File: src/plcr_defs.vh
// Constants for the phy-side control pair encoder and request line decoder.
`ifndef PLCR_DEFS_VH
`define PLCR_DEFS_VH
// ****************************************************************
// Control pair encodings
// ****************************************************************
`define PLCR_CTL_IDLE     2'h0
`define PLCR_CTL_STATUS   2'h1
`define PLCR_CTL_RECEIVE  2'h2
`define PLCR_CTL_GRANT    2'h3
`define PLCR_LCTL_IDLE    2'h0
`define PLCR_LCTL_HOLD    2'h1
`define PLCR_LCTL_XMIT    2'h2
`define PLCR_LCTL_RSVD    2'h3
// ****************************************************************
// Request stream layout
// ****************************************************************
`define PLCR_LEN_BUS      5'h07
`define PLCR_LEN_READ     5'h09
`define PLCR_LEN_WRITE    5'h11
`define PLCR_POS_TYPE_END 5'h03
`define PLCR_TYP_IMM      3'h0
`define PLCR_TYP_ISO      3'h1
`define PLCR_TYP_PRI      3'h2
`define PLCR_TYP_FAIR     3'h3
`define PLCR_TYP_READ     3'h4
`define PLCR_TYP_WRITE    3'h5
`define PLCR_STATUS_BITS  4'h8
`define PLCR_SPEED_100    2'h0
`define PLCR_SYNC_LAG     2'h3
`endif

File: src/plcr_phy_link_ctl.v
// Phy side of the phy-to-link control pair and serial request line.
`include "plcr_defs.vh"
`default_nettype none
// Summary of operation
// Phy drives 00 on control pair when interface is idle.
// Phy drives 01 while sending status to the link.
// Phy drives 10 while forwarding a received packet.
// Phy drives 11 to grant the link the interface.
// Link drives control and data only after the phy grants.
// Link drives 00 to release the interface when done.
// Link drives 01 to hold the interface.
// Link drives 10 while sending an outgoing packet.
// Link never drives 11; phy gives it no meaning.
// Request stream starts with bit 1 and ends with bit 0.
// Bit 0 is sent first; fields assemble in that order.
// Link keeps request line low outside a stream.
// Streams are 7, 9 or 17 bits for bus, read, write.
// Bus request: type in bits 1-3, speed 00 in bits 4-5.
// Read: type 100, address bits 4-7, stop at 8.
// Write: type 101, address 4-7, data 8-15, stop at 16.
// Immediate type 000: take cable without arbitration on idle.
// Isochronous type 001: arbitrate with no gap.
// Priority type 010: arbitrate after subaction gap, no fairness.
// Fair type 011: arbitrate after subaction gap, with fairness.
// Read request returns the addressed register by status transfer.
// Request line sampled once per clock, one bit per clock.
// Reserved types 110 and 111 are ignored; here they still clear a pending isochronous request.
// Write loads data into register after the whole stream.
// Status transfer starts only at idle with 01 and first bits.
module plcr_phy_link_ctl (
  input  wire        clk,
  input  wire        sys_rst,
  input  wire        linkRequestLine,
  input  wire [1:0]  lineControlIn,
  output reg  [1:0]  lineControlOut,
  output wire        lineControlOeN,
  input  wire [1:0]  dataLineIn,
  output reg  [1:0]  dataLineOut,
  output wire        dataLineOeN,
  input  wire        cableIdle,
  input  wire        subactionGap,
  input  wire        receiveActive,
  input  wire        arbWon,
  input  wire [3:0]  statusFlags,
  output reg         reqImmediate,
  output reg         reqIsochronous,
  output reg         reqPriority,
  output reg         reqFair,
  output reg         arbStart,
  output reg         arbUseFairness,
  output reg  [3:0]  regWriteAddr,
  output reg  [7:0]  regWriteData,
  output reg         regWriteStrobe,
  output reg  [3:0]  regReadAddr,
  input  wire [7:0]  regReadData,
  output reg         linkOwnsBus,
  output reg  [1:0]  linkCtlSeen,
  output reg         linkCtlBad
);

// ****************************************************************
// Input synchronisers
// ****************************************************************
  // Request line and link-driven pins come from another chip.
  reg        lreqMeta_q, lreqSync_q;
  reg  [1:0] ctlMeta_q, ctlSync_q;
  always @(posedge clk or posedge sys_rst) begin
    if (sys_rst) begin
      lreqMeta_q <= 1'b0;
      lreqSync_q <= 1'b0;
      ctlMeta_q  <= 2'h0;
      ctlSync_q  <= 2'h0;
    end else begin
      lreqMeta_q <= linkRequestLine;
      lreqSync_q <= lreqMeta_q;
      ctlMeta_q  <= lineControlIn;
      ctlSync_q  <= ctlMeta_q;
    end
  end

// ****************************************************************
// Request stream receiver
// ****************************************************************
  reg        rxBusy_q;
  reg  [4:0] rxCnt_q;
  reg  [15:0] rxSh_q;
  wire [15:0] rxShD = {rxSh_q[14:0], lreqSync_q};
  wire [2:0]  typNow = rxSh_q[2:0];
  // The type is latched once its three bits are in, since later bits shift past it.
  reg  [2:0]  rxTyp_q;
  wire [4:0]  rxLen = (rxTyp_q == `PLCR_TYP_READ)  ? `PLCR_LEN_READ :
                      (rxTyp_q == `PLCR_TYP_WRITE) ? `PLCR_LEN_WRITE : `PLCR_LEN_BUS;
  wire rxLast = rxBusy_q && (rxCnt_q > `PLCR_POS_TYPE_END + 5'h01) &&
                (rxCnt_q == rxLen - 5'h01);
  // Request decode is done once the stop bit arrives; its value is not checked
  // because a missing stop bit cannot be repaired and the frame is already counted.
  reg  [15:0] done_q;
  reg         doneV_q;
  always @(posedge clk or posedge sys_rst) begin
    if (sys_rst) begin
      rxBusy_q <= 1'b0;
      rxCnt_q  <= 5'h00;
      rxSh_q   <= 16'h0000;
      rxTyp_q  <= 3'h0;
      done_q   <= 16'h0000;
      doneV_q  <= 1'b0;
    end else begin
      doneV_q <= 1'b0;
      if (!rxBusy_q) begin
        rxCnt_q <= 5'h01;
        rxSh_q  <= 16'h0000;
        if (lreqSync_q)
          rxBusy_q <= 1'b1;
      end else if (rxLast) begin
        rxBusy_q <= 1'b0;
        done_q   <= rxSh_q;
        doneV_q  <= 1'b1;
      end else begin
        rxCnt_q <= rxCnt_q + 5'h01;
        rxSh_q  <= rxShD;
        if (rxCnt_q == `PLCR_POS_TYPE_END + 5'h01)
          rxTyp_q <= typNow;
      end
    end
  end
  // Stored bits: 15 bits max; after a bus request [4:0] holds type then speed.
  wire [2:0] typBus  = done_q[4:2];
  // Bit counts of the finished frame tell the kinds apart; the type field then confirms.
  reg  [4:0] rxBusyLen;
  always @(posedge clk or posedge sys_rst) begin
    if (sys_rst)
      rxBusyLen <= 5'h00;
    else if (rxLast)
      rxBusyLen <= rxCnt_q + 5'h01;
  end
  wire [2:0] typRd = done_q[6:4];
  wire [2:0] typWr = done_q[14:12];
  localparam ST_IDLE = 2'h0;
  localparam ST_STAT = 2'h1;
  localparam ST_GAP  = 2'h2;
  localparam ST_LINK = 2'h3;
  reg  [1:0]  state_q;
  reg  [3:0]  statCnt_q;
  wire rdStart  = (state_q == ST_IDLE) && rdPend_q && !receiveActive && !arbWon;
  // A read stays pending until its status transfer completes, so an aborted one is retried.
  wire rdDone   = (state_q == ST_STAT) && (statCnt_q == `PLCR_STATUS_BITS) && !receiveActive;
  wire immGrant = (state_q == ST_IDLE) && reqImmediate && cableIdle;

// ****************************************************************
// Request actions
// ****************************************************************
  reg        statPend_q;
  reg        rdPend_q;
  reg  [7:0] rdData_q;
  always @(posedge clk or posedge sys_rst) begin
    if (sys_rst) begin
      reqImmediate   <= 1'b0;
      reqIsochronous <= 1'b0;
      reqPriority    <= 1'b0;
      reqFair        <= 1'b0;
      arbStart       <= 1'b0;
      arbUseFairness <= 1'b0;
      regWriteAddr   <= 4'h0;
      regWriteData   <= 8'h00;
      regWriteStrobe <= 1'b0;
      regReadAddr    <= 4'h0;
      rdPend_q       <= 1'b0;
    end else begin
      regWriteStrobe <= 1'b0;
      arbStart       <= 1'b0;
      if (doneV_q) begin
        if (rxBusyLen == `PLCR_LEN_WRITE && typWr == `PLCR_TYP_WRITE) begin
          regWriteAddr   <= done_q[11:8];
          regWriteData   <= done_q[7:0];
          regWriteStrobe <= 1'b1;
        end else if (rxBusyLen == `PLCR_LEN_READ && typRd == `PLCR_TYP_READ) begin
          regReadAddr <= done_q[3:0];
          rdPend_q    <= 1'b1;
        end else if (rxBusyLen == `PLCR_LEN_BUS) begin
          reqIsochronous <= 1'b0;
          case (typBus)
            `PLCR_TYP_IMM:  reqImmediate   <= 1'b1;
            `PLCR_TYP_ISO:  reqIsochronous <= 1'b1;
            `PLCR_TYP_PRI:  reqPriority    <= 1'b1;
            `PLCR_TYP_FAIR: reqFair        <= 1'b1;
            default: ;
          endcase
        end
      end else begin
        if (immGrant)
          reqImmediate <= 1'b0;
        if (reqIsochronous && !arbStart) begin
          arbStart       <= 1'b1;
          arbUseFairness <= 1'b0;
        end
        if ((reqPriority || reqFair) && subactionGap && !receiveActive && !arbStart) begin
          arbStart       <= 1'b1;
          arbUseFairness <= reqFair;
        end
        if (arbWon) begin
          reqIsochronous <= 1'b0;
          reqPriority    <= 1'b0;
          reqFair        <= 1'b0;
        end
        if (receiveActive) begin
          reqPriority <= 1'b0;
          reqFair     <= 1'b0;
        end
        if (rdDone)
          rdPend_q <= 1'b0;
      end
    end
  end

// ****************************************************************
// Control pair driver and status transfer
// ****************************************************************
  reg  [15:0] statSh_q;
  reg  [1:0]  linkAge_q;
  // The grant is driven for one cycle before the pins are handed to the link.
  assign lineControlOeN = (state_q == ST_LINK) && (lineControlOut != `PLCR_CTL_GRANT);
  assign dataLineOeN    = lineControlOeN;
  always @(posedge clk or posedge sys_rst) begin
    if (sys_rst) begin
      state_q        <= ST_IDLE;
      statCnt_q      <= 4'h0;
      statSh_q       <= 16'h0000;
      linkAge_q      <= 2'h0;
      lineControlOut <= `PLCR_CTL_IDLE;
      dataLineOut    <= 2'h0;
      linkOwnsBus    <= 1'b0;
      linkCtlSeen    <= `PLCR_LCTL_IDLE;
      linkCtlBad     <= 1'b0;
    end else begin
      case (state_q)
        ST_IDLE: begin
          lineControlOut <= `PLCR_CTL_IDLE;
          dataLineOut    <= 2'h0;
          if (arbWon || immGrant) begin
            lineControlOut <= `PLCR_CTL_GRANT;
            state_q        <= ST_LINK;
            linkCtlSeen    <= `PLCR_LCTL_IDLE;
            linkAge_q      <= 2'h0;
          end else if (receiveActive) begin
            lineControlOut <= `PLCR_CTL_RECEIVE;
          end else if (rdStart) begin
            statSh_q       <= {statusFlags, regReadAddr, regReadData};
            lineControlOut <= `PLCR_CTL_STATUS;
            dataLineOut    <= statusFlags[3:2];
            statCnt_q      <= 4'h1;
            state_q        <= ST_STAT;
          end
        end
        ST_STAT: begin
          if (receiveActive) begin
            lineControlOut <= `PLCR_CTL_RECEIVE;
            state_q        <= ST_GAP;
          end else if (statCnt_q == `PLCR_STATUS_BITS) begin
            lineControlOut <= `PLCR_CTL_IDLE;
            state_q        <= ST_GAP;
          end else begin
            lineControlOut <= `PLCR_CTL_STATUS;
            dataLineOut    <= statSh_q[15 - {statCnt_q, 1'b0} -: 2];
            statCnt_q      <= statCnt_q + 4'h1;
          end
        end
        ST_GAP: begin
          // One idle cycle between status transfers; an aborted transfer is retried.
          lineControlOut <= receiveActive ? `PLCR_CTL_RECEIVE : `PLCR_CTL_IDLE;
          if (!receiveActive)
            state_q <= ST_IDLE;
        end
        ST_LINK: begin
          // The synchroniser still shows the phy's own grant for a few cycles; skip those.
          lineControlOut <= `PLCR_CTL_IDLE;
          if (lineControlOut == `PLCR_CTL_GRANT)
            linkOwnsBus <= 1'b1;
          if (linkAge_q != `PLCR_SYNC_LAG) begin
            linkAge_q <= linkAge_q + 2'h1;
          end else begin
            linkCtlSeen <= ctlSync_q;
            linkCtlBad  <= (ctlSync_q == `PLCR_LCTL_RSVD);
            if (ctlSync_q == `PLCR_LCTL_IDLE && linkCtlSeen != `PLCR_LCTL_IDLE) begin
              state_q     <= ST_IDLE;
              linkOwnsBus <= 1'b0;
            end
          end
          // Hold and transmit keep ownership with the link.
        end
        default: state_q <= ST_IDLE;
      endcase
    end
  end
endmodule
`default_nettype wire

File: config.mk
export PLATFORM = sky130hd
export DESIGN_NAME = plcr_phy_link_ctl
export DESIGN_NICKNAME = d
export VERILOG_FILES = /design/src/plcr_phy_link_ctl.v
export VERILOG_INCLUDE_DIRS = /design/src
export SDC_FILE = /design/constraint.sdc
export NUM_CORES = 1
export LEC_CHECK = 0
export ABC_AREA = 1
export BUFFER_PORTS_ARGS = -buffer_cell sky130_fd_sc_hd__buf_2
export CAP_MARGIN = 15
export CORE_ASPECT_RATIO = 0.8
export CORE_UTILIZATION = 53
export CTS_CLUSTER_DIAMETER = 80
export CTS_CLUSTER_SIZE = 12
export DETAILED_ROUTE_END_ITERATION = 8
export PLACE_DENSITY = 0.73
export RECOVER_POWER = 50
export SYNTH_ARGS = -nofsm -noshare
export SYNTH_HDL_FRONTEND = slang
export SYNTH_SLANG_ARGS = --single-unit
File: constraint.sdc
create_clock -name clk -period 4.13 [get_ports clk]
set_input_delay 0.2065 -clock clk [delete_from_list [all_inputs] [get_ports clk]]
set_output_delay 0.2065 -clock clk [all_outputs]
set_load 0.1 [all_outputs]
# Yosys cells after proc, flatten, opt, wreduce, memory -nomap -nowiden
# Index checks and enable logic that the tools add are counted.
# totals
output_inout_bits	33
register_bits	107
# op_classes
bitwise	6
n_eq_ne	41
mux	81
magnitude_cmp	1
n_addsub	5
shifts	1
reduce_logical	50
# ops
op	count
1-bit 2-to-1 mux	44
2-bit 2-to-1 mux	20
17-bit by 33-bit variable part select with 2-bit output	1
15-bit 2-to-1 mux	2
2-bit inequality test, second input constant	12
4-bit 2-to-1 mux	5
5-bit 2-to-1 mux	4
3-bit AND reduction	6
1-bit logical AND	17
2-bit by 1-bit inequality test with 1-bit output, second input constant	8
2-bit case mux with 4 select lines	2
5-bit AND reduction	3
2-bit nonzero test	7
3-bit equality test, second input constant	4
2-bit case mux with 2 select lines	3
6-bit AND reduction	2
5-bit by 3-bit equality test with 1-bit output, second input constant	2
3-bit by 2-bit inequality test with 1-bit output, second input constant	3
2-bit equality test, second input constant	4
4-bit case mux with 2 select lines	1
2-bit AND reduction	4
4-bit AND reduction	2
3-bit by 2-bit equality test with 1-bit output, second input constant	2
1-bit NOT	6
other kinds (17)	21

# Depth between registers and ports, before layout
# Gate-level depths: netlist of the first run.
# logic_depth
ltp_word	8
ltp_mapped	10
depth_no_buf	10

# Least setup slack after synthesis of the first run
# OpenSTA, ideal clock, no wires.
# synth_path
path_type	reg2out
startpoint	reg lineControlOut[0]
endpoint	out lineControlOeN
n_path_buf	1
t_arrival_ns	2.925
path_stages_with_launch	3
slack_ns	0.999
path_cell_list	dfrtp_1 a21oi_1 buf_4
# synth_between
elab_chain_cells	2
# synth_lines
item	line_no	source
start, declared	plcr_phy_link_ctl.v:35	output reg [1:0] lineControlOut,
start signal, assigned	plcr_phy_link_ctl.v:229	lineControlOut <= `PLCR_CTL_IDLE;
start signal, assigned	plcr_phy_link_ctl.v:237	lineControlOut <= `PLCR_CTL_IDLE;
start signal, assigned	plcr_phy_link_ctl.v:240	lineControlOut <= `PLCR_CTL_GRANT;
2-bit inequality test (no source line)	-	
1-bit logical AND	plcr_phy_link_ctl.v:221	assign lineControlOeN = (state_q == ST_LINK) && (lineControlOut != `PLCR_CTL_GRANT);
end, declared	plcr_phy_link_ctl.v:36	output wire lineControlOeN,
# Every way passes these cells.

==> results of run 1 <==
[routing by layer]
layer / vias up / wire length [um]
met4: 0 / 100
met1: 1811 / 4910
met2: 84 / 4430
met5: - / 0
li1: 1945 / -
met3: 8 / 552
[path summary, 6_finish.rpt]
kind | end | slack, ps | depth (start not counted) | start
worst max-delay path | reqImmediate | 1470 | 5 | sys_rst
worst min-delay path | statSh_q[12] | 70 | 3 | statusFlags[0]
worst max register to register | done_q[14] | 1730 | 8 | rxCnt_q[0]
worst min register to register | lreqSync_q | 350 | 0 | lreqMeta_q
max in group clk | done_q[14] | 1730 | 8 | rxCnt_q[0]
min in group asynchronous | regWriteStrobe | 550 | 3 | sys_rst
[state kept, by name, summed over array words and instances, names as in the netlist, 2 cells and up]
register        cells
state_q             2
rxTyp_q             3
lineControlOut      2
rxSh_q             15
rxCnt_q             5
linkAge_q           2
done_q             15
regWriteAddr        4
regReadAddr         4
statSh_q           16
linkCtlSeen         2
statCnt_q           4
regWriteData        8
ctlSync_q           2
ctlMeta_q           2
rxBusyLen           5
dataLineOut         2
[critical path: stages]
cell,delay [ps]
dlygate4sd3_1,530
buf_2,120
clkinvlp_2,570
clkbuf_2,1240
buf_4,470
[placed cells by master (no fill, tap or decap), drive strengths merged]
cell / count
o21bai: 1
o31ai: 1
nand3: 34
clkinvlp: 2
o211ai: 1
mux2i: 1
xor2: 4
o21ai: 36
nor3b: 1
dlygate4sd3: 4
clkinv: 3
dfrtp: 107
nor2: 20
mux2: 3
buf: 29
o32ai: 1
a21boi: 1
nor4: 3
ha: 10
bufinv: 1
nand3b: 1
nand4: 43
inv: 78
a31o: 1
a22oi: 1
clkbuf: 36
a21oi: 11
or2: 2
nand2: 184
nor3: 5
[cell type report]
| type | count | area (sq um) | share of cell area, % |
|---|---|---|---|
| sequential | 107 | 2680 | 48.1 |
| multi-input combinational | 365 | 1860 | 33.5 |
| timing repair buffer | 60 | 293 | 5.26 |
| inverter | 77 | 290 | 5.22 |
| clock buffer | 9 | 225 | 4.05 |
| clock inverter | 7 | 73.8 | 1.33 |
| tap | 115 | 144 | 2.59 |
[power by group through the flow]
stage	registers [mW]	logic (mW)	clock network, mW
finish	1.62	1.48	0.861
global route	1.67	1.67	0.930
CTS	1.62	1.50	0.884
detailed placement	1.64	1.48	0
global placement	1.62	1.44	0
floorplan	1.79	1.06	0
[metrics by stage]
step / hold slack, ps / total power [mW] / area [sq um] / instances
floorplan: 238 / 2.85 / 4980 / 573
global placement: 318 / 3.07 / 5260 / 719
detailed placement: 316 / 3.12 / 5260 / 719
CTS: 59.8 / 4.00 / 5580 / 738
global route: 69.7 / 4.27 / 5570 / 740
finish: 69.5 / 3.96 / 5570 / 740
[logic make-up after synthesis]
group	Yosys count	share of synthesized area [%]
DFF	107	53.7
buffers and inverters	101	8.94
xor gates and xnor gates	4	0.703
and+or+nand+nor	293	27.1
muxes	4	0.878
adders and majority gates	10	2.51
AOI/OAI and AO/OA	54	6.12
[repair_timing]
action / in CTS / in global routing
endpoints found under the hold margin: 3 / 22
hold buffers: 3 / 1
setup buffers: 0 / 0
==> impl_metrics.csv, run 1 <==
group,metric,value,unit
logic_synthesis,syn_area,4980,sq um
sta,rsz0062_at_grt,"no",
worst_setup_path,critPathRequiredTime,4650,ps
sta,max_slew.worst_pin.slew,1560,ps
sta,drv_slew,66,
route,drcViolationCount,0,
power,seqPwrFrac,41.0,%
clock_tree,numCtsBuffers,9,
route,viasPerCell,5.20,
status,status,"finished, violations left",
placed_design,hpwl,6810,um
worst_hold_path,hold_class,"input port to register",
sta,maxSlewHeadroom,-3.96,%
logic_synthesis,synthTopCellsByCount,"181 x nand2_1, 107 x dfrtp_1, 64 x inv_1",
sta,final-hold-violation-count,0,
route,drtPass1Iterations,4,
final_layout,final_core_util,61.3,%
global_route,met1_usage,30.3,%
final_layout,area_growth,11.6,%
clock_tree,cts_tree,"built",
flow_run,max_cap_viol_count,1,
clock_tree,clk_latency,350,ps
placed_design,io_buffers,53,
final_layout,num-fill-cells,810,
logic_synthesis,synth.avg_cell_area,8.70,sq um
power,sw_frac_of_total,43.8,%
clock_tree,htree_num_levels,3,
route,routedWlPerCell,13.5,um
final_layout,drive_gt1_share,11.7,%
power,p_sw,1.74,mW
placed_design,place_ws,1750,ps
logic_synthesis,synth_cells,573,
power,ir_drop,0.434,mV
logic_synthesis,ys_top_cells_by_area,"dfrtp_1 54%, nand2_1 14%, nand4_1 5.4%",
final_layout,final_nets,653,
floorplan,die-area,9800,sq um
logic_synthesis,ys_ff_latch,107,
logic_synthesis,yosys_warnings,0,
global_route,gr-total-overflow,0,
route,ant_nets,0,
global_route,use_met2,34.3,%
logic_synthesis,synth_edf_count,0,
worst_setup_path,cp.arrival,3170,ps
final_layout,antennaDiodeCount,0,
logic_synthesis,synth_nets,606,
clock_tree,clkSinkCount,107,
global_route,globalRouteMet3Util,5.89,%
route,drtIter0Drc,248,
logic_synthesis,yosysUniqueCellTypes,40,
global_route,grt_max_degree,88,
sta,period_share,64.3,%
sta,worst_slack,1470,ps
floorplan,start_util,54.9,%
sta,skew,9.26,ps
sta,fmaxAchievable,0.376,GHz
route,vias,3848,
logic_synthesis,ys_seq_area_share,53.7,%
clock_tree,cts_buffer_depth,2,
worst_setup_path,crit_path_end_kind,"asynchronous set/reset pin",
clock_tree,clock-root-buffer,"clkbuf_16",
worst_setup_path,cp_max_fo,65,
floorplan,fp.dieW,110,um
power,powerDensity,712,nW/um^2
global_route,grt_pass1_wl,16900,um
sta,setup_viol,0,
logic_synthesis,synthArstFlopShare,100,%
status,violations,"capacitance limit, slew limit",
power,p_int,2.23,mW
global_route,grt_util_all_layers,21.9,%
floorplan,io_pins,56,
clock_tree,path_clk_slew,70,ps
worst_setup_path,path_class,"input port to asynchronous set/reset pin",
route,wirelength,9990,um
floorplan,coreArea,9080,sq um
sta,setup_tns,0,ps
power,clkPwrFrac,21.7,%
global_route,antenna_found_initial,0,
sta,period_minus_slack,2660,ps
logic_synthesis,synthMostInstantiatedCell,"nand2_1",
clock_tree,postCtsResizedCells,0,
logic_synthesis,synth_area_leader_cell,"dfrtp_1",
global_route,busiest_layer,"met2",
floorplan,die-height,88.7,um
logic_synthesis,ys.flop_type,"dfrtp_1",
power,share_comb_of_total_power,37.3,%
global_route,grt_pass1_vias,3564,
worst_setup_path,startpoint_type,"input port",
floorplan,fp-row-count,31,
logic_synthesis,synth_top_area_share,53.7,%
power,leakagePower,3.00,nW
placed_design,place_congestion,0.847,
(Power assumes the default switching activity.)
==> run 2, diff against run 1 <==
Settings changed: ABC_AREA 1 to 0, PLACE_DENSITY 0.73 to 0.74.
Clock period 4.13 ns to 2.7 ns, I/O delays scaled along.
==> run 2 against run 1 <==
The flow now finishes without violations; critical path depth grew 1; clock skew fell by 0.74 ps; flip-flop and latch count did not move; synthesized area is 5.7% lower; global-route usage shrank 0.94 points; die area decreased by 5.6%; sequential share of layout area grew 1.0 points; core utilization up 2.4 points; hold slack better by 25 ps; cell count decreased by 24%.
==> impl_metrics.csv, run 2 <==
group,metric,value,unit
logic_synthesis,synth_nets,406,
floorplan,die-area,9250,sq um
final_layout,top_register,"statSh_q",
route,wirelength,8500,um
logic_synthesis,syn_area,4700,sq um
logic_synthesis,synth_top_area_share,56.9,%
sta,final-hold-violation-count,0,
logic_synthesis,ys_seq_area_share,56.9,%
floorplan,start_util,54.9,%
worst_setup_path,cp.arrival,2440,ps
final_layout,reg.largest.list,"statSh_q (16), done_q (15), rxSh_q (15)",
logic_synthesis,synthTopCellsByCount,"107 x dfrtp_1, 52 x mux2_2, 38 x nand2_1",
logic_synthesis,synth_area_leader_cell,"dfrtp_1",
final_layout,final_common_cell,"dfrtp_1",
final_layout,final_core_util,63.7,%
global_route,grt_util_all_layers,21.0,%
worst_setup_path,path_class,"register to register",
clock_tree,clk_latency,380,ps
power,seqPwrFrac,46.3,%
global_route,grt_max_degree,60,
sta,period_minus_slack,2180,ps
worst_setup_path,path_delay_family,"simple AND/OR/NAND/NOR gates",
floorplan,fp-row-count,30,
final_layout,drive_gt1_share,30.0,%
sta,setup_tns,0,ps
clock_tree,postCtsSetupBuffers,0,
placed_design,place_ws,554,ps
route,viasPerCell,5.38,
power,clkPwrFrac,18.4,%
sta,skew,8.52,ps
final_layout,final_nets,478,
power,p_sw,2.06,mW
placed_design,placed_area,5110,sq um
worst_setup_path,startpoint_type,"register",
clock_tree,numCtsBuffers,9,
clock_tree,path_clk_slew,90,ps
final_layout,mostFrequentLayoutCells,"107 x dfrtp_1, 52 x mux2_2, 49 x buf_2",
final_layout,final_area,5450,sq um
logic_synthesis,ys_top_cells_by_area,"dfrtp_1 57%, mux2_2 12%, mux2i_1 4.5%",
floorplan,io_pins,56,
final_layout,antennaDiodeCount,0,
flow_run,max_cap_viol_count,0,
power,share_comb_of_total_power,35.3,%
global_route,grt_pass1_vias,3120,
status,status,"complete, no violations",
worst_setup_path,crit_path_end_kind,"register",
worst_setup_path,cp.buffers_inverters,2,
worst_setup_path,critPathRequiredTime,2960,ps
sta,fmaxAchievable,0.458,GHz
sta,fin_hold_ws,95.0,ps
worst_hold_path,hold_class,"input port to register",
sta,setup_viol,0,
power,ir_drop,0.945,mV
final_layout,largest_register_ff_count,16,
clock_tree,cts_buffer_depth,2,
power,p_int,3.35,mW
placed_design,dp_cells,530,
floorplan,coreArea,8560,sq um
sta,max_slew.worst_pin.slew,1170,ps
logic_synthesis,yosys_warnings,0,
logic_synthesis,ys.flop_type,"dfrtp_1",
clock_tree,clock-root-buffer,"clkbuf_8",
clock_tree,htree_num_levels,3,
worst_setup_path,crit_top_cell,"inv_1",
route,ant_nets,0,
sta,drv_slew,0,
power,leakagePower,2.63,nW
logic_synthesis,synth.avg_cell_area,12.6,sq um
clock_tree,clkSinkCount,107,
route,routedWlPerCell,15.1,um
final_layout,layoutNonFillerInstCount,562,
power,finalPower,5.40,mW
final_layout,area_growth,15.9,%
logic_synthesis,yosysUniqueCellTypes,54,
global_route,antenna_found_initial,0,
power,sw_frac_of_total,38.0,%
route,drtPass1Iterations,4,
placed_design,place_congestion,0.786,
logic_synthesis,ys_ff_latch,107,
placed_design,hpwl,5880,um
worst_setup_path,cp_cell_sequence,"inv_1 -> ha_1 -> inv_1 -> a2bb2oi_1 -> or3_1 -> mux2_1",
route,drcViolationCount,0,
sta,rsz0062_at_grt,"no",
global_route,grt_pass1_wl,14800,um
logic_synthesis,synth_edf_count,0,
logic_synthesis,synth_cells,373,
power,powerDensity,992,nW/um^2
sta,period_share,80.8,%
route,vias,3021,
logic_synthesis,synthMostInstantiatedCell,"dfrtp_1",
route,drtIter0Drc,122,
worst_setup_path,max_stage_delay,430,ps
sta,worst_slack,519,ps
floorplan,die-height,86.2,um
final_layout,num-fill-cells,671,
worst_setup_path,slowest_stage,"or3_1",
logic_synthesis,synthArstFlopShare,100,%
worst_setup_path,cp_max_fo,10,
sta,maxSlewHeadroom,21.6,%
clock_tree,cts_tree,"built",
placed_design,io_buffers,53,
global_route,gr-total-overflow,0,
floorplan,fp.dieW,107,um
run 2: cell types whose count changed after synthesis, sizes merged, moves of 24 or more:
cell   before  now
nand4      43    0
inv        77   29
nand3      34    5
nand2     184   38
o21ai      36   12
mux2        3   56
run 2: cell type report:
cell class / instances / area (sq um) / area share [%]
sequential: 107 / 2680 / 49.1
multi-input combinational: 222 / 1850 / 34.0
timing repair buffer: 76 / 465 / 8.54
tap: 112 / 140 / 2.57
clock buffer: 11 / 141 / 2.59
clock inverter: 5 / 61.3 / 1.13
inverter: 29 / 110 / 2.02
run 2: cell families after synthesis:
group	after synthesis	share of synthesized area (%)
AOI/OAI and AO/OA	45	6.63
DFF	107	56.9
muxes	81	19.8
buffers and inverters	44	4.10
xor gates and xnor gates	3	0.559
adders and majority gates	10	2.66
and+or+nand+nor	83	9.31
run 2: metal layers:
layer	wire [um]	vias up	GRT usage, %
met5	0	-	0
met4	119	0	7.10
met3	372	10	5.64
met2	3850	66	32.8
met1	4170	1489	28.7
li1	-	1456	-
run 2: worst paths after layout:
path	from	endpoint	slack [ps]	depth (start not counted)
setup reg to reg	state_q[1]	statCnt_q[0]	520	6
setup / recovery	state_q[1]	statCnt_q[0]	520	6
max in group asynchronous	sys_rst	regReadAddr[0]	650	4
hold / removal	cableIdle	reqImmediate	100	4
hold reg to reg	lreqMeta_q	lreqSync_q	350	0
min in group asynchronous	sys_rst	rxCnt_q[3]	530	3
run 2: what timing repair did:
item | in CTS | in global routing
hold endpoints to repair | 41 | 0
hold buffers | 16 | 0
resized for setup | 0 | 0
run 2: power by group through the flow:
stage	Sequential, mW	Combinational (mW)	Clock (mW)
finish	2.50	1.91	0.993
detailed placement	2.54	1.90	0
global placement	2.51	1.85	0
floorplan	2.67	1.34	0
CTS	2.50	1.93	1.03
global route	2.59	2.12	1.09
run 2: worst reg2reg max path, delay by kind of cell, from the launching register on:
kind | cells | cell delay, ps
fa+ha+maj | 1 | 390
simple gates | 1 | 430
buf+inv | 2 | 300
mux | 1 | 340
compound gates | 1 | 200
flops | 1 | 410
==> run 3, diff against run 2 <==
Settings changed: CORE_UTILIZATION 53 to 52, PLACE_DENSITY 0.74 to 0.75.
Clock period 2.7 ns to 1.8 ns, I/O delays scaled along.
==> run 3 against run 2 <==
The flow now finishes with violations (setup timing); critical path type unchanged; maximum frequency up 12%; power up 77%; setup slack worse by 670 ps; cell area up 12%; highest routed layer unchanged; sequential share of layout area down 5.3 points; non-clock buffer count up 47; hold slack worse by 82 ps; sequential power up 49%; largest power group is now combinational logic; combinational power up 100%.
==> impl_metrics.csv, run 3 (synthesis results as in run 2) <==
group,metric,value,unit
sta,max_slew.worst_pin.slew,941,ps
placed_design,hpwl,6390,um
clock_tree,path_clk_slew,70,ps
final_layout,antennaDiodeCount,0,
placed_design,io_buffers,53,
worst_setup_path,path_delay_family,"flip-flops",
power,leakagePower,2.98,nW
final_layout,num-fill-cells,617,
route,routedWlPerCell,16.6,um
power,powerDensity,1560,nW/um^2
sta,worst_slack,-153,ps
sta,setup_tns,-3990,ps
global_route,antenna_found_initial,0,
worst_setup_path,max_stage_delay,400,ps
worst_setup_path,r2r_end,"done_q[12]",
placed_design,place_congestion,0.832,
final_layout,area_growth,30.2,%
clock_tree,clock-root-buffer,"clkbuf_16",
route,viasPerCell,5.43,
sta,final-hold-violation-count,0,
worst_setup_path,reg2reg_depth,7,
worst_setup_path,cp_cell_sequence,"inv_1 -> ha_2 -> nand4b_1 -> a221oi_4 -> buf_6 -> buf_12 -> mux2_2",
route,drcViolationCount,0,
route,drtPass1Iterations,4,
worst_setup_path,critPathRequiredTime,2030,ps
final_layout,largest_register_ff_count,16,
final_layout,final_common_cell,"dfrtp_1",
route,drtIter0Drc,162,
global_route,grt_pass1_wl,16400,um
status,status,"finished, violations left",
floorplan,start_util,54.5,%
route,vias,3304,
sta,skew,5.28,ps
worst_setup_path,r2r_start,"rxCnt_q[1]",
worst_setup_path,r2r_setup_slack,-150,ps
final_layout,final_nets,525,
clock_tree,cts_buffer_depth,2,
final_layout,drive_gt1_share,41.9,%
power,ir_drop,1.49,mV
route,ant_nets,0,
final_layout,top_register,"statSh_q",
worst_hold_path,min_from,"statusFlags[2]",
floorplan,fp.dieW,108,um
floorplan,die-height,87.1,um
final_layout,mostFrequentLayoutCells,"103 x dfrtp_1, 51 x mux2_2, 50 x buf_2",
global_route,grt_pass1_vias,3296,
worst_setup_path,path_class,"register to register",
floorplan,coreArea,8630,sq um
sta,rsz0062_at_grt,"yes",
sta,period_share,108,%
final_layout,reg.largest.list,"statSh_q (16), done_q (15), rxSh_q (15)",
flow_run,max_cap_viol_count,0,
sta,setup_viol,36,
floorplan,io_pins,56,
worst_setup_path,slowest_stage,"dfrtp_1",
worst_setup_path,crit_path_end_kind,"register",
clock_tree,htree_num_levels,3,
worst_setup_path,startpoint_type,"register",
status,violations,"setup timing",
sta,maxSlewHeadroom,37.2,%
worst_hold_path,hold_class,"input port to register",
sta,fmaxAchievable,0.512,GHz
worst_hold_path,holdPathStages,2,
global_route,grt_util_all_layers,22.7,%
global_route,gr-total-overflow,0,
sta,period_minus_slack,1950,ps
route,wirelength,10100,um
floorplan,die-area,9430,sq um
worst_setup_path,cp_max_fo,9,
clock_tree,clk_latency,340,ps
worst_setup_path,cp.buffers_inverters,3,
sta,drv_slew,0,
clock_tree,numCtsBuffers,9,
power,finalPower,9.56,mW
final_layout,final_core_util,70.9,%
worst_setup_path,cp.arrival,2180,ps
worst_hold_path,min_to,"statSh_q[14]",
global_route,grt_max_degree,108,
clock_tree,cts_tree,"built",
floorplan,fp-row-count,30,
clock_tree,clkSinkCount,107,
## run 3: cell count changes in the layout (fill, tap and decap cells not counted), sizes merged
cell,delta
dlygate4sd3,-1
clkinvlp,+1
inv,-1
clkbuf,-4
buf,+52
## run 3: power by group
group | internal, mW | switching, mW | leakage (nW)
logic | 1.84 | 2.05 | 1.47
clock network | 1.11 | 0.845 | 0.145
registers | 3.14 | 0.571 | 1.37
total | 6.10 | 3.47 | 2.98
## run 3: how the worst max path moves through the flow
stage	depth (start not counted)	from	end	slack, ps
3_3_place_gp	5	rxCnt_q[1]	done_q[3]	-100
4_1_cts	5	rxCnt_q[1]	done_q[2]	-140
5_1_grt	7	rxCnt_q[1]	done_q[2]	-240
6_report	7	rxCnt_q[1]	done_q[12]	-150
3_5_place_dp	5	rxCnt_q[2]	done_q[0]	-180
2_1_floorplan	2	lineControlOut[0]	lineControlOeN	-200
## run 3: cell type report
class                           count  area, sq um  area share, %
Clock inverter                      5         52.6          0.858
Tap cell                          112          140           2.29
Timing Repair Buffer              123          951           15.5
Multi-Input combinational cell    222         1940           31.7
Clock buffer                       11          243           3.96
Sequential cell                   107         2680           43.8
Inverter                           29          113           1.84
## run 3: repair_timing
item / 4_1_cts / 5_1_grt
hold endpoints to repair: 121 / 0
gates resized for setup: 5 / 22
setup endpoints to repair: 35 / 70
gates cloned: 0 / 3
buffers inserted: 2 / 6
pin swaps: 1 / 3
hold buffers: 15 / 0
## run 3: metrics by stage
| stage | cell area, sq um | hold slack, ps | instances | worst slack, ps |
|---|---|---|---|---|
| 2_1_floorplan | 4740 | 121 | 373 | -202 |
| 3_3_place_gp | 5470 | 200 | 567 | -95.5 |
| 3_5_place_dp | 5470 | 200 | 567 | -179 |
| 4_1_cts | 5940 | 0.333 | 600 | -142 |
| 5_1_grt | 6120 | 15.4 | 609 | -239 |
| 6_report | 6120 | 12.8 | 609 | -153 |
## run 3: metal layers
layer	routed length [um]	global-route usage, %
met5	0	0
met4	53	4.55
met3	437	6.43
met2	4870	36.2
met1	4750	31.4
